--- src/design/agu_consts.svh ---
/*
 * constants for the circular and bit-reversed address generator
 * assumes inclusion by bare name from the design files
 */
`ifndef AGU_CONSTS_SVH
`define AGU_CONSTS_SVH

`define OFF_X_BUF_START     8'h00
`define OFF_X_BUF_END       8'h04
`define OFF_Y_BUF_START     8'h08
`define OFF_Y_BUF_END       8'h0C
`define OFF_ADDR_MODE_CTRL  8'h10
`define OFF_REV_CTRL        8'h14
`define OFF_STATUS          8'h18
`define RST_BUF_START       16'h0000
`define RST_BUF_END         16'h0000
`define RST_ADDR_MODE_CTRL  16'h0FFF
`define RST_REV_CTRL        16'h0000
`define PTR_SEL_OFF         4'hF
`define X_SEL_LSB           0
`define Y_SEL_LSB           4
`define REV_SEL_LSB         8
`define X_CIRC_EN_BIT       15
`define Y_CIRC_EN_BIT       14
`define REV_EN_BIT          15
`define MAX_CIRC_BYTES      17'h10000
`define RESP_OKAY           2'b00
`define RESP_SLVERR         2'b10

`endif

--- src/design/agu_pkg.sv ---
/*
 * types for the address generator
 * assumes nothing of its surroundings
 */
package agu_pkg;
	typedef enum logic [1:0] {
		mode_indirect = 2'b00,
		mode_pre      = 2'b01,
		mode_post     = 2'b10,
		mode_offset   = 2'b11
	} addr_mode_t;
endpackage : agu_pkg

--- src/design/circ_correct.sv ---
/*
 * circular correction of one effective address
 * assumes start <= end, bounds in bytes, combinational use
 */
`timescale 1ns/100ps
`default_nettype none
module circ_correct (
	// operands
	input  wire logic [15:0] ea,
	input  wire logic [15:0] buf_start,
	input  wire logic [15:0] buf_end,
	input  wire logic        enable,
	input  wire logic        word_only,
	// result
	output logic      [15:0] ea_out,
	output logic             wrapped
);
	// length implied by bounds, never stored
	wire logic [16:0] buf_len = {1'b0, buf_end} - {1'b0, buf_start} + 17'h00002;
	wire logic        above   = ea > buf_end;
	wire logic        below   = ea < buf_start;
	wire logic [15:0] up_fix  = 16'(({1'b0, ea} - buf_len));
	wire logic [15:0] dn_fix  = 16'(({1'b0, ea} + buf_len));
	wire logic [15:0] sel     = !enable ? ea : above ? up_fix : below ? dn_fix : ea;
	assign ea_out  = word_only ? {sel[15:1], 1'b0} : sel;
	assign wrapped = enable && (above || below);
endmodule : circ_correct
`default_nettype wire

--- src/design/circular_and_bit_reversed_agu.sv ---
/*
 * X/Y address generation with circular and bit-reversed modes plus
 * an AXI4-Lite register slave; assumes decode supplies pointer, mode,
 * offset and access size each cycle, and writes back when asked
 */
// The AXI4-Lite interface to the registers and the register offsets were decided locally.
`timescale 1ns/100ps
`default_nettype none
`include "agu_consts.svh"
module circular_and_bit_reversed_agu
	import agu_pkg::*;
(
	// clock and reset
	input  wire logic        aclk,
	input  wire logic        aresetn,
	// axi4-lite write address
	input  wire logic [7:0]  s_axi_awaddr,
	input  wire logic        s_axi_awvalid,
	output logic             s_axi_awready,
	// axi4-lite write data
	input  wire logic [31:0] s_axi_wdata,
	input  wire logic [3:0]  s_axi_wstrb,
	input  wire logic        s_axi_wvalid,
	output logic             s_axi_wready,
	// axi4-lite write response
	output logic [1:0]       s_axi_bresp,
	output logic             s_axi_bvalid,
	input  wire logic        s_axi_bready,
	// axi4-lite read address
	input  wire logic [7:0]  s_axi_araddr,
	input  wire logic        s_axi_arvalid,
	output logic             s_axi_arready,
	// axi4-lite read data
	output logic [31:0]      s_axi_rdata,
	output logic [1:0]       s_axi_rresp,
	output logic             s_axi_rvalid,
	input  wire logic        s_axi_rready,
	// x read request
	input  wire logic        xr_valid,
	input  wire logic [3:0]  xr_reg,
	input  wire logic [15:0] xr_ptr,
	input  wire logic [15:0] xr_offset,
	input  wire addr_mode_t  xr_mode,
	// x write request
	input  wire logic        xw_valid,
	input  wire logic [3:0]  xw_reg,
	input  wire logic [15:0] xw_ptr,
	input  wire logic [15:0] xw_offset,
	input  wire addr_mode_t  xw_mode,
	input  wire logic        xw_word,
	// y request
	input  wire logic        y_valid,
	input  wire logic [3:0]  y_reg,
	input  wire logic [15:0] y_ptr,
	input  wire logic [15:0] y_offset,
	input  wire addr_mode_t  y_mode,
	// x read result
	output logic [15:0]      xr_ea,
	output logic             xr_wb_en,
	output logic [15:0]      xr_wb_val,
	// x write result
	output logic [15:0]      xw_ea,
	output logic             xw_wb_en,
	output logic [15:0]      xw_wb_val,
	output logic             xw_rev_used,
	// y result
	output logic [15:0]      y_ea,
	output logic             y_wb_en,
	output logic [15:0]      y_wb_val
);
	// register file
	logic [15:0] x_buf_start_reg;
	logic [15:0] x_buf_end_reg;
	logic [15:0] y_buf_start_reg;
	logic [15:0] y_buf_end_reg;
	logic [15:0] addr_mode_ctrl_reg;
	logic [15:0] rev_ctrl_reg;
	logic [2:0]  wrap_seen_reg;
	logic [2:0]  wrap_seen_next;

	// bus handshake state
	logic        aw_held_reg;
	logic [7:0]  aw_addr_reg;
	logic        w_held_reg;
	logic [31:0] w_data_reg;
	logic [3:0]  w_strb_reg;

	// control fields
	wire logic [3:0]  x_mod_ptr_sel = addr_mode_ctrl_reg[`X_SEL_LSB +: 4];
	wire logic [3:0]  y_mod_ptr_sel = addr_mode_ctrl_reg[`Y_SEL_LSB +: 4];
	wire logic [3:0]  rev_ptr_sel   = addr_mode_ctrl_reg[`REV_SEL_LSB +: 4];
	wire logic        x_circ_en     = addr_mode_ctrl_reg[`X_CIRC_EN_BIT];
	wire logic        y_circ_en     = addr_mode_ctrl_reg[`Y_CIRC_EN_BIT];
	wire logic        rev_en        = rev_ctrl_reg[`REV_EN_BIT];
	wire logic [14:0] pivot_value   = rev_ctrl_reg[14:0];
	wire logic        x_circ_on     = x_circ_en && (x_mod_ptr_sel != `PTR_SEL_OFF);
	wire logic        y_circ_on     = y_circ_en && (y_mod_ptr_sel != `PTR_SEL_OFF);

	// raw effective address per mode
	function automatic logic [15:0] raw_ea(input logic [15:0] p, input logic [15:0] o,
		input addr_mode_t m);
		unique case (m)
			mode_indirect: raw_ea = p;
			mode_pre:      raw_ea = p + o;
			mode_post:     raw_ea = p;
			mode_offset:   raw_ea = p + o;
		endcase
	endfunction : raw_ea

	// pointer after the modify step
	function automatic logic [15:0] next_ptr(input logic [15:0] p, input logic [15:0] o,
		input addr_mode_t m);
		next_ptr = (m == mode_pre || m == mode_post) ? p + o : p;
	endfunction : next_ptr

	// x read: circular on the selected register only
	wire logic [15:0] xr_raw   = raw_ea(xr_ptr, xr_offset, xr_mode);
	wire logic [15:0] xr_nxt   = next_ptr(xr_ptr, xr_offset, xr_mode);
	wire logic        xr_circ  = x_circ_on && (xr_reg == x_mod_ptr_sel);
	logic [15:0] xr_ea_c;
	logic [15:0] xr_nxt_c;
	logic        xr_wrap;
	circ_correct xr_cc (.ea(xr_raw), .buf_start(x_buf_start_reg), .buf_end(x_buf_end_reg),
		.enable(xr_circ), .word_only(1'b0), .ea_out(xr_ea_c), .wrapped(xr_wrap));
	circ_correct xr_cn (.ea(xr_nxt), .buf_start(x_buf_start_reg), .buf_end(x_buf_end_reg),
		.enable(xr_circ), .word_only(1'b0), .ea_out(xr_nxt_c), .wrapped());

	// x write: bit reverse wins, circular only when not reversing
	wire logic xw_incr = (xw_mode == mode_pre || xw_mode == mode_post) && !xw_offset[15];
	wire logic xw_rev  = rev_en && (rev_ptr_sel != `PTR_SEL_OFF) && (xw_reg == rev_ptr_sel)
		&& xw_incr && xw_word;
	wire logic [15:0] pivot_bytes = {pivot_value, 1'b0};

	// reversed-carry add: reverse, add, reverse back
	logic [15:0] ptr_rev;
	logic [15:0] piv_rev;
	logic [15:0] sum_rev;
	logic [15:0] rev_sum;
	genvar gi;
	generate
		for (gi = 0; gi < 16; gi = gi + 1) begin : g_rev
			assign ptr_rev[gi] = xw_ptr[15 - gi];
			assign piv_rev[gi] = pivot_bytes[15 - gi];
			assign rev_sum[gi] = sum_rev[15 - gi];
		end
	endgenerate
	assign sum_rev = ptr_rev + piv_rev;

	wire logic [15:0] rev_next = {rev_sum[15:1], 1'b0};
	wire logic [15:0] xw_raw   = raw_ea(xw_ptr, xw_offset, xw_mode);
	wire logic [15:0] xw_nxt   = next_ptr(xw_ptr, xw_offset, xw_mode);
	wire logic        xw_circ  = x_circ_on && (xw_reg == x_mod_ptr_sel) && !xw_rev;
	logic [15:0] xw_ea_c;
	logic [15:0] xw_nxt_c;
	logic        xw_wrap;
	circ_correct xw_cc (.ea(xw_raw), .buf_start(x_buf_start_reg), .buf_end(x_buf_end_reg),
		.enable(xw_circ), .word_only(1'b0), .ea_out(xw_ea_c), .wrapped(xw_wrap));
	circ_correct xw_cn (.ea(xw_nxt), .buf_start(x_buf_start_reg), .buf_end(x_buf_end_reg),
		.enable(xw_circ), .word_only(1'b0), .ea_out(xw_nxt_c), .wrapped());

	// pre-increment uses the reversed sum as address, post uses the pointer
	wire logic [15:0] xw_rev_ea = (xw_mode == mode_pre) ? rev_next : {xw_ptr[15:1], 1'b0};

	// y space: word data, lsb forced clear in circular mode
	wire logic [15:0] y_raw  = raw_ea(y_ptr, y_offset, y_mode);
	wire logic [15:0] y_nxt  = next_ptr(y_ptr, y_offset, y_mode);
	wire logic        y_circ = y_circ_on && (y_reg == y_mod_ptr_sel);
	logic [15:0] y_ea_c;
	logic [15:0] y_nxt_c;
	logic        y_wrap;
	circ_correct y_cc (.ea(y_raw), .buf_start(y_buf_start_reg), .buf_end(y_buf_end_reg),
		.enable(y_circ), .word_only(y_circ), .ea_out(y_ea_c), .wrapped(y_wrap));
	circ_correct y_cn (.ea(y_nxt), .buf_start(y_buf_start_reg), .buf_end(y_buf_end_reg),
		.enable(y_circ), .word_only(y_circ), .ea_out(y_nxt_c), .wrapped());

	// write back only for modify modes; offset mode leaves pointer alone
	wire logic xr_mod = (xr_mode == mode_pre) || (xr_mode == mode_post);
	wire logic xw_mod = (xw_mode == mode_pre) || (xw_mode == mode_post);
	wire logic y_mod  = (y_mode == mode_pre) || (y_mode == mode_post);

	// registered results
	always_ff @(posedge aclk) begin
		if (!aresetn) begin
			xr_ea       <= 16'h0000;
			xr_wb_en    <= 1'b0;
			xr_wb_val   <= 16'h0000;
			xw_ea       <= 16'h0000;
			xw_wb_en    <= 1'b0;
			xw_wb_val   <= 16'h0000;
			xw_rev_used <= 1'b0;
			y_ea        <= 16'h0000;
			y_wb_en     <= 1'b0;
			y_wb_val    <= 16'h0000;
		end else begin
			xr_ea       <= xr_ea_c;
			xr_wb_en    <= xr_valid && xr_mod;
			xr_wb_val   <= xr_nxt_c;
			xw_ea       <= xw_rev ? xw_rev_ea : xw_ea_c;
			xw_wb_en    <= xw_valid && xw_mod;
			xw_wb_val   <= xw_rev ? rev_next : xw_nxt_c;
			xw_rev_used <= xw_valid && xw_rev;
			y_ea        <= y_ea_c;
			y_wb_en     <= y_valid && y_mod;
			y_wb_val    <= y_nxt_c;
		end
	end

	// sticky wrap flags, set wins over clear
	wire logic [2:0] wrap_now = {y_valid && y_wrap, xw_valid && xw_wrap, xr_valid && xr_wrap};

	// axi4-lite write path
	wire logic do_write = aw_held_reg && w_held_reg && !s_axi_bvalid;
	// byte lanes above bit 15 carry nothing and are dropped
	assign s_axi_awready = !aw_held_reg;
	assign s_axi_wready  = !w_held_reg;

	function automatic logic [15:0] merge(input logic [15:0] old, input logic [31:0] d,
		input logic [3:0] s);
		merge = {s[1] ? d[15:8] : old[15:8], s[0] ? d[7:0] : old[7:0]};
	endfunction : merge

	wire logic wr_hit = (aw_addr_reg == `OFF_X_BUF_START) || (aw_addr_reg == `OFF_X_BUF_END)
		|| (aw_addr_reg == `OFF_Y_BUF_START) || (aw_addr_reg == `OFF_Y_BUF_END)
		|| (aw_addr_reg == `OFF_ADDR_MODE_CTRL) || (aw_addr_reg == `OFF_REV_CTRL)
		|| (aw_addr_reg == `OFF_STATUS);
	wire logic clr_status = do_write && (aw_addr_reg == `OFF_STATUS) && w_strb_reg[0];

	always_comb begin
		wrap_seen_next = wrap_seen_reg;
		if (clr_status)
			wrap_seen_next = wrap_seen_reg & ~w_data_reg[2:0];
		wrap_seen_next = wrap_seen_next | wrap_now;
	end

	always_ff @(posedge aclk) begin
		if (!aresetn) begin
			aw_held_reg  <= 1'b0;
			aw_addr_reg  <= 8'h00;
			w_held_reg   <= 1'b0;
			w_data_reg   <= 32'h00000000;
			w_strb_reg   <= 4'h0;
			s_axi_bvalid <= 1'b0;
			s_axi_bresp  <= `RESP_OKAY;
		end else begin
			if (s_axi_awvalid && s_axi_awready) begin
				aw_held_reg <= 1'b1;
				aw_addr_reg <= {s_axi_awaddr[7:2], 2'b00};
			end
			if (s_axi_wvalid && s_axi_wready) begin
				w_held_reg <= 1'b1;
				w_data_reg <= s_axi_wdata;
				w_strb_reg <= s_axi_wstrb;
			end
			if (do_write) begin
				aw_held_reg  <= 1'b0;
				w_held_reg   <= 1'b0;
				s_axi_bvalid <= 1'b1;
				s_axi_bresp  <= wr_hit ? `RESP_OKAY : `RESP_SLVERR;
			end else if (s_axi_bready) begin
				s_axi_bvalid <= 1'b0;
			end
		end
	end

	always_ff @(posedge aclk) begin
		if (!aresetn) begin
			x_buf_start_reg    <= `RST_BUF_START;
			x_buf_end_reg      <= `RST_BUF_END;
			y_buf_start_reg    <= `RST_BUF_START;
			y_buf_end_reg      <= `RST_BUF_END;
			addr_mode_ctrl_reg <= `RST_ADDR_MODE_CTRL;
			rev_ctrl_reg       <= `RST_REV_CTRL;
			wrap_seen_reg      <= 3'h0;
		end else begin
			wrap_seen_reg <= wrap_seen_next;
			if (do_write) begin
				unique case (aw_addr_reg)
					`OFF_X_BUF_START:    x_buf_start_reg <= merge(x_buf_start_reg, w_data_reg,
						w_strb_reg);
					`OFF_X_BUF_END:      x_buf_end_reg <= merge(x_buf_end_reg, w_data_reg,
						w_strb_reg);
					`OFF_Y_BUF_START:    y_buf_start_reg <= merge(y_buf_start_reg, w_data_reg,
						w_strb_reg);
					`OFF_Y_BUF_END:      y_buf_end_reg <= merge(y_buf_end_reg, w_data_reg,
						w_strb_reg);
					`OFF_ADDR_MODE_CTRL: addr_mode_ctrl_reg <= merge(addr_mode_ctrl_reg,
						w_data_reg, w_strb_reg);
					`OFF_REV_CTRL:       rev_ctrl_reg <= merge(rev_ctrl_reg, w_data_reg,
						w_strb_reg);
					default: ;
				endcase
			end
		end
	end

	// axi4-lite read path
	assign s_axi_arready = !s_axi_rvalid;
	wire logic [7:0] ra = {s_axi_araddr[7:2], 2'b00};
	wire logic [15:0] rd_val =
		(ra == `OFF_X_BUF_START)    ? x_buf_start_reg :
		(ra == `OFF_X_BUF_END)      ? x_buf_end_reg :
		(ra == `OFF_Y_BUF_START)    ? y_buf_start_reg :
		(ra == `OFF_Y_BUF_END)      ? y_buf_end_reg :
		(ra == `OFF_ADDR_MODE_CTRL) ? addr_mode_ctrl_reg :
		(ra == `OFF_REV_CTRL)       ? rev_ctrl_reg :
		(ra == `OFF_STATUS)         ? {13'h0000, wrap_seen_reg} : 16'h0000;
	wire logic rd_hit = (ra <= `OFF_STATUS);

	always_ff @(posedge aclk) begin
		if (!aresetn) begin
			s_axi_rvalid <= 1'b0;
			s_axi_rdata  <= 32'h00000000;
			s_axi_rresp  <= `RESP_OKAY;
		end else if (s_axi_arvalid && s_axi_arready) begin
			s_axi_rvalid <= 1'b1;
			s_axi_rdata  <= {16'h0000, rd_val};
			s_axi_rresp  <= rd_hit ? `RESP_OKAY : `RESP_SLVERR;
		end else if (s_axi_rready) begin
			s_axi_rvalid <= 1'b0;
		end
	end

	// checks
	y_lsb_clear_a: assert property (@(posedge aclk) disable iff (!aresetn)
		y_circ |=> !y_ea[0]) else $error("y circular address lsb set");
	x_off_sel_a: assert property (@(posedge aclk) disable iff (!aresetn)
		(x_mod_ptr_sel == `PTR_SEL_OFF) |=> (xr_ea == $past(xr_raw))) else
		$error("x read corrected while disabled");
	y_off_sel_a: assert property (@(posedge aclk) disable iff (!aresetn)
		(y_mod_ptr_sel == `PTR_SEL_OFF) |=> (y_ea == $past(y_raw))) else
		$error("y corrected while disabled");
	x_circ_gate_a: assert property (@(posedge aclk) disable iff (!aresetn)
		!x_circ_en |-> !xr_circ && !xw_circ) else $error("x circular without enable");
	offset_no_wb_a: assert property (@(posedge aclk) disable iff (!aresetn)
		(xr_valid && xr_mode == mode_offset) |=> !xr_wb_en) else
		$error("offset mode wrote pointer back");
	rev_write_only_a: assert property (@(posedge aclk) disable iff (!aresetn)
		(xw_valid && !xw_word) |=> !xw_rev_used) else $error("byte write reversed");
	rev_priority_a: assert property (@(posedge aclk) disable iff (!aresetn)
		(xw_valid && xw_rev) |=> (xw_wb_val == $past(rev_next))) else
		$error("circular active with reverse");
	rev_lsb_a: assert property (@(posedge aclk) disable iff (!aresetn)
		(xw_valid && xw_rev) |=> !xw_wb_val[0] && !xw_ea[0]) else
		$error("reversed address lsb set");
	wrap_sticky_a: assert property (@(posedge aclk) disable iff (!aresetn)
		(xr_valid && xr_wrap) |=> wrap_seen_reg[0]) else $error("wrap flag lost");
endmodule : circular_and_bit_reversed_agu
`default_nettype wire

--- config.mk ---
export PLATFORM = sky130hd
export DESIGN_NAME = circular_and_bit_reversed_agu
export DESIGN_NICKNAME = d
export VERILOG_FILES = /design/src/design/agu_pkg.sv /design/src/design/circ_correct.sv /design/src/design/circular_and_bit_reversed_agu.sv
export VERILOG_INCLUDE_DIRS = /design/src /design/src/design
export SDC_FILE = /design/constraint.sdc
export NUM_CORES = 1
export LEC_CHECK = 0
export ABC_AREA = 1
export BUFFER_PORTS_ARGS = -buffer_cell sky130_fd_sc_hd__buf_2
export CORE_MARGIN = 8
export CORE_UTILIZATION = 29
export CTS_BUF_LIST = sky130_fd_sc_hd__clkbuf_4 sky130_fd_sc_hd__clkbuf_8 sky130_fd_sc_hd__clkbuf_16
export DETAILED_ROUTE_END_ITERATION = 7
export GPL_ROUTABILITY_DRIVEN = 0
export HOLD_SLACK_MARGIN = 0.05
export SLEW_MARGIN = 0
export SYNTH_ARGS = -nofsm -noshare
export SYNTH_HDL_FRONTEND = slang
export SYNTH_SLANG_ARGS = --single-unit
--- constraint.sdc ---
create_clock -name aclk -period 5.2 [get_ports aclk]
set_clock_uncertainty 0.1 [all_clocks]
set_input_delay 0 -clock aclk [delete_from_list [all_inputs] [get_ports aclk]]
set_output_delay 0 -clock aclk [all_outputs]
set_load 0.03 [all_outputs]
==> flow_summary.yaml <==
outcome:
  status: "finished, final reports clean"
worst_hold_path:
  worst_hold_path_type: "primary input to register"
yosys:
  yosysWarningCount: 0
  synth.ff_latch_count: 245
  synth.distinct_cells: 71
  async_flop_share: 0
  yosys-top-cells-area: "ha_1 (21%), dfxtp_1 (17%), nand2_1 (10%)"
  synth.top_cell.area_share: 0.2092
  synth-edff-count: 0
  syn-cell-area_sq_mm: 0.02931
  yosysSeqAreaShare: 0.1673
  avgSynthCellArea_sq_um: 6.672
  synthCells: 4393
  ys.flop_type: "dfxtp_1"
  synth_top_cell_by_area: "ha_1"
placed_design:
  port_buffers: 277
  post-place-ws_ns: 0.5219
  dp_hpwl_mm: 98.87
final_layout:
  regArea_sq_mm: 0.004905
  nNetsFinal: 5590
  layout_common_cells: "nand2_1 (800), inv_1 (566), a21oi_1 (512)"
  drive_gt1_frac: 0.1365
  multiInputGateArea_sq_mm: 0.02158
  layout_commonest_cell: "nand2_1"
  num-fill-cells: 10857
  area.growth.synth_to_final_pct: 21.94
  fin_util: 0.3569
cts:
  cts_max_level: 2
  path_clk_slew_ns: 0.07
  cts.sinks: 245
  cts-buffers-inserted: 34
  insertion_delay_ns: 0.62
  clockBufferDepth: 3
  cts_root_buffer: "clkbuf_16"
  cts_tree: "yes"
route:
  drtIter0Drc: 3134
  viasPerCell: 5.231
  via_count: 32588
  drc_errors: 0
  dr.pass1.iters: 7
  antenna_left: 0
  wl_mm: 123.3
  wl_per_cell_um: 19.79
worst_setup_path:
  path_max_fanout: 5
  slowest_delay_ns: 0.60
  startpoint_type: "register"
  critical_path_class: "register to register"
  crit_top_cell: "nand2_1"
  cp_cell_sequence: "inv_1 > ha_1 > inv_1 > ha_1 > inv_1 > fa_1 > nand3b_1 > nand2_1 > a21o_1 > nand3_1 > nand2_1 > xor2_1 > buf_4 > ha_1 > nor4_1 > nand3_1 > nand3_1 > xor2_1 > nand2_1 > o21ai_1 > nand2_1 > nand2_1 > a21oi_1 > dlygate4sd3_1"
  critPathSlowestCell: "dlygate4sd3_1"
  crit_family: "simple AND/OR/NAND/NOR gates"
  critPathRequiredTime_ns: 5.60
  arrival_ns: 5.34
  crit_buf_inv: 5
  crit_path_end_kind: "register"
power_and_ir_drop:
  finalPower_w: 0.009572
  irDropWorstVdd_mv: 0.2322
  p_leak_nw: 17.49
  power.density_mw_per_mm2: 267.8
grt:
  grtUsageMet1: 0.2713
  grtUsageTotal: 0.2098
  grt_max_degree: 128
  busiest_layer: "met2"
  grt_pass1_wl_mm: 182.2
  grt_remaining_overflow: 0
  grt_pass1_vias: 30396
  grt_use_met3: 0.05824
  use_met2: 0.3353
  grt_antenna_before_repair: 10
timing:
  fin_tns_setup_ns: 0
  hold_viol: 0
  finalCriticalPeriod_ns: 4.941
  maxSlewViolCount: 0
  worstMarginPinSlew_ns: 1.190
  relSlewSlack: 0.1986
  finalSetupViolCount: 0
  layout_setup_ws_ns: 0.2594
  max_freq_ghz: 0.2024
  fin_crit_sh: 0.9501
die:
  die-width_um: 333.9
  die_area_sq_mm: 0.1115
  rows: 116
  start_util: 0.2927
  coreArea_sq_mm: 0.1001
  die_y_um: 333.9
  io_pins: 318
flow_run:
  cap_violations: 0
## final timing paths
| check | startpoint | end | slack (ns) | cells after the start |
|---|---|---|---|---|
| max reg2reg | x_buf_end_reg[1] | xw_ea[10] | 0.26 | 24 |
| max | x_buf_end_reg[1] | xw_ea[10] | 0.26 | 24 |
| min | y_offset[0] | y_wb_val[0] | 0.07 | 6 |
| min reg2reg | addr_mode_ctrl_reg[12] | addr_mode_ctrl_reg[12] | 0.36 | 2 |
## cell type report
type,instances,share of cell area
Clock buffer,43,0.02640
Clock inverter,19,0.008087
Tap cell,1298,0.04544
Multi-Input combinational cell,3430,0.6037
Timing Repair Buffer,595,0.1162
Antenna cell,1,0.00007001
Sequential cell,245,0.1372
Inverter,599,0.06294
## cells in the mapped netlist (all sizes together), types with 2 or more instances
library cell,number
a2111oi,3
a211oi,12
a21boi,9
a21o,21
a21oi,524
a221oi,15
a31o,6
a31oi,27
and2,2
buf,70
clkbuf,66
clkinv,10
dfxtp,245
fa,18
ha,490
inv,589
nand2,833
nand3,204
nand3b,15
nand4,39
nor2,308
nor3,55
nor4,11
o2111ai,9
o211ai,30
o21a,18
o21ai,455
o21bai,29
o221a,2
o221ai,24
o22ai,28
o31ai,18
or2,21
xnor2,34
xor2,144
## metal layers
| layer | vias to the layer above | part of all wire |
|---|---|---|
| li1 | 15868 | - |
| met5 | - | 0 |
| met3 | 260 | 0.11 |
| met4 | 0 | 0.036 |
| met2 | 1487 | 0.44 |
| met1 | 14973 | 0.42 |
## worst min-delay path, stage by stage
cell and delay [ns]:
buf_2 0.08, ha_1 0.21, inv_1 0.08, o21ai_1 0.13, inv_1 0.16, nor2_1 0.07
## logic make-up after synthesis
logic type,Yosys count,synth area share
flip-flops,245,0.1673
multiplexers,1,0.0003415
adder cells (fa/ha/maj),508,0.2215
AND/OR/NAND/NOR,1490,0.2181
XOR/XNOR,178,0.05370
other,1,0.0001279
AO/OA/AOI/OAI,1235,0.2392
buffers and inverters,735,0.09971
## where the power goes
group	internal, W	switching [W]	leakage, nW
combinational	0.00176	0.00314	14.9
clock	0.00152	0.00108	0.594
sequential	0.00199	0.0000742	2.01
## through the flow
stage / hold WS, ns / area [sq um] / cells
6_report: 0.06978 / 35740 / 6230
5_1_grt: 0.1241 / 35740 / 6230
4_1_cts: 0.05491 / 35690 / 6226
3_5_place_dp: 0.1258 / 33120 / 6030
3_3_place_gp: 0.1231 / 33120 / 6030
2_1_floorplan: 0.01379 / 29380 / 4410
## timing repair
item                                    CTS  global route
endpoints found under the setup margin    0             6
setup buffers                             0             3
resized for setup                         0             8
endpoints found under the hold margin   152             0
hold buffers                            134             0
Power figures use the tool's default switching activity.
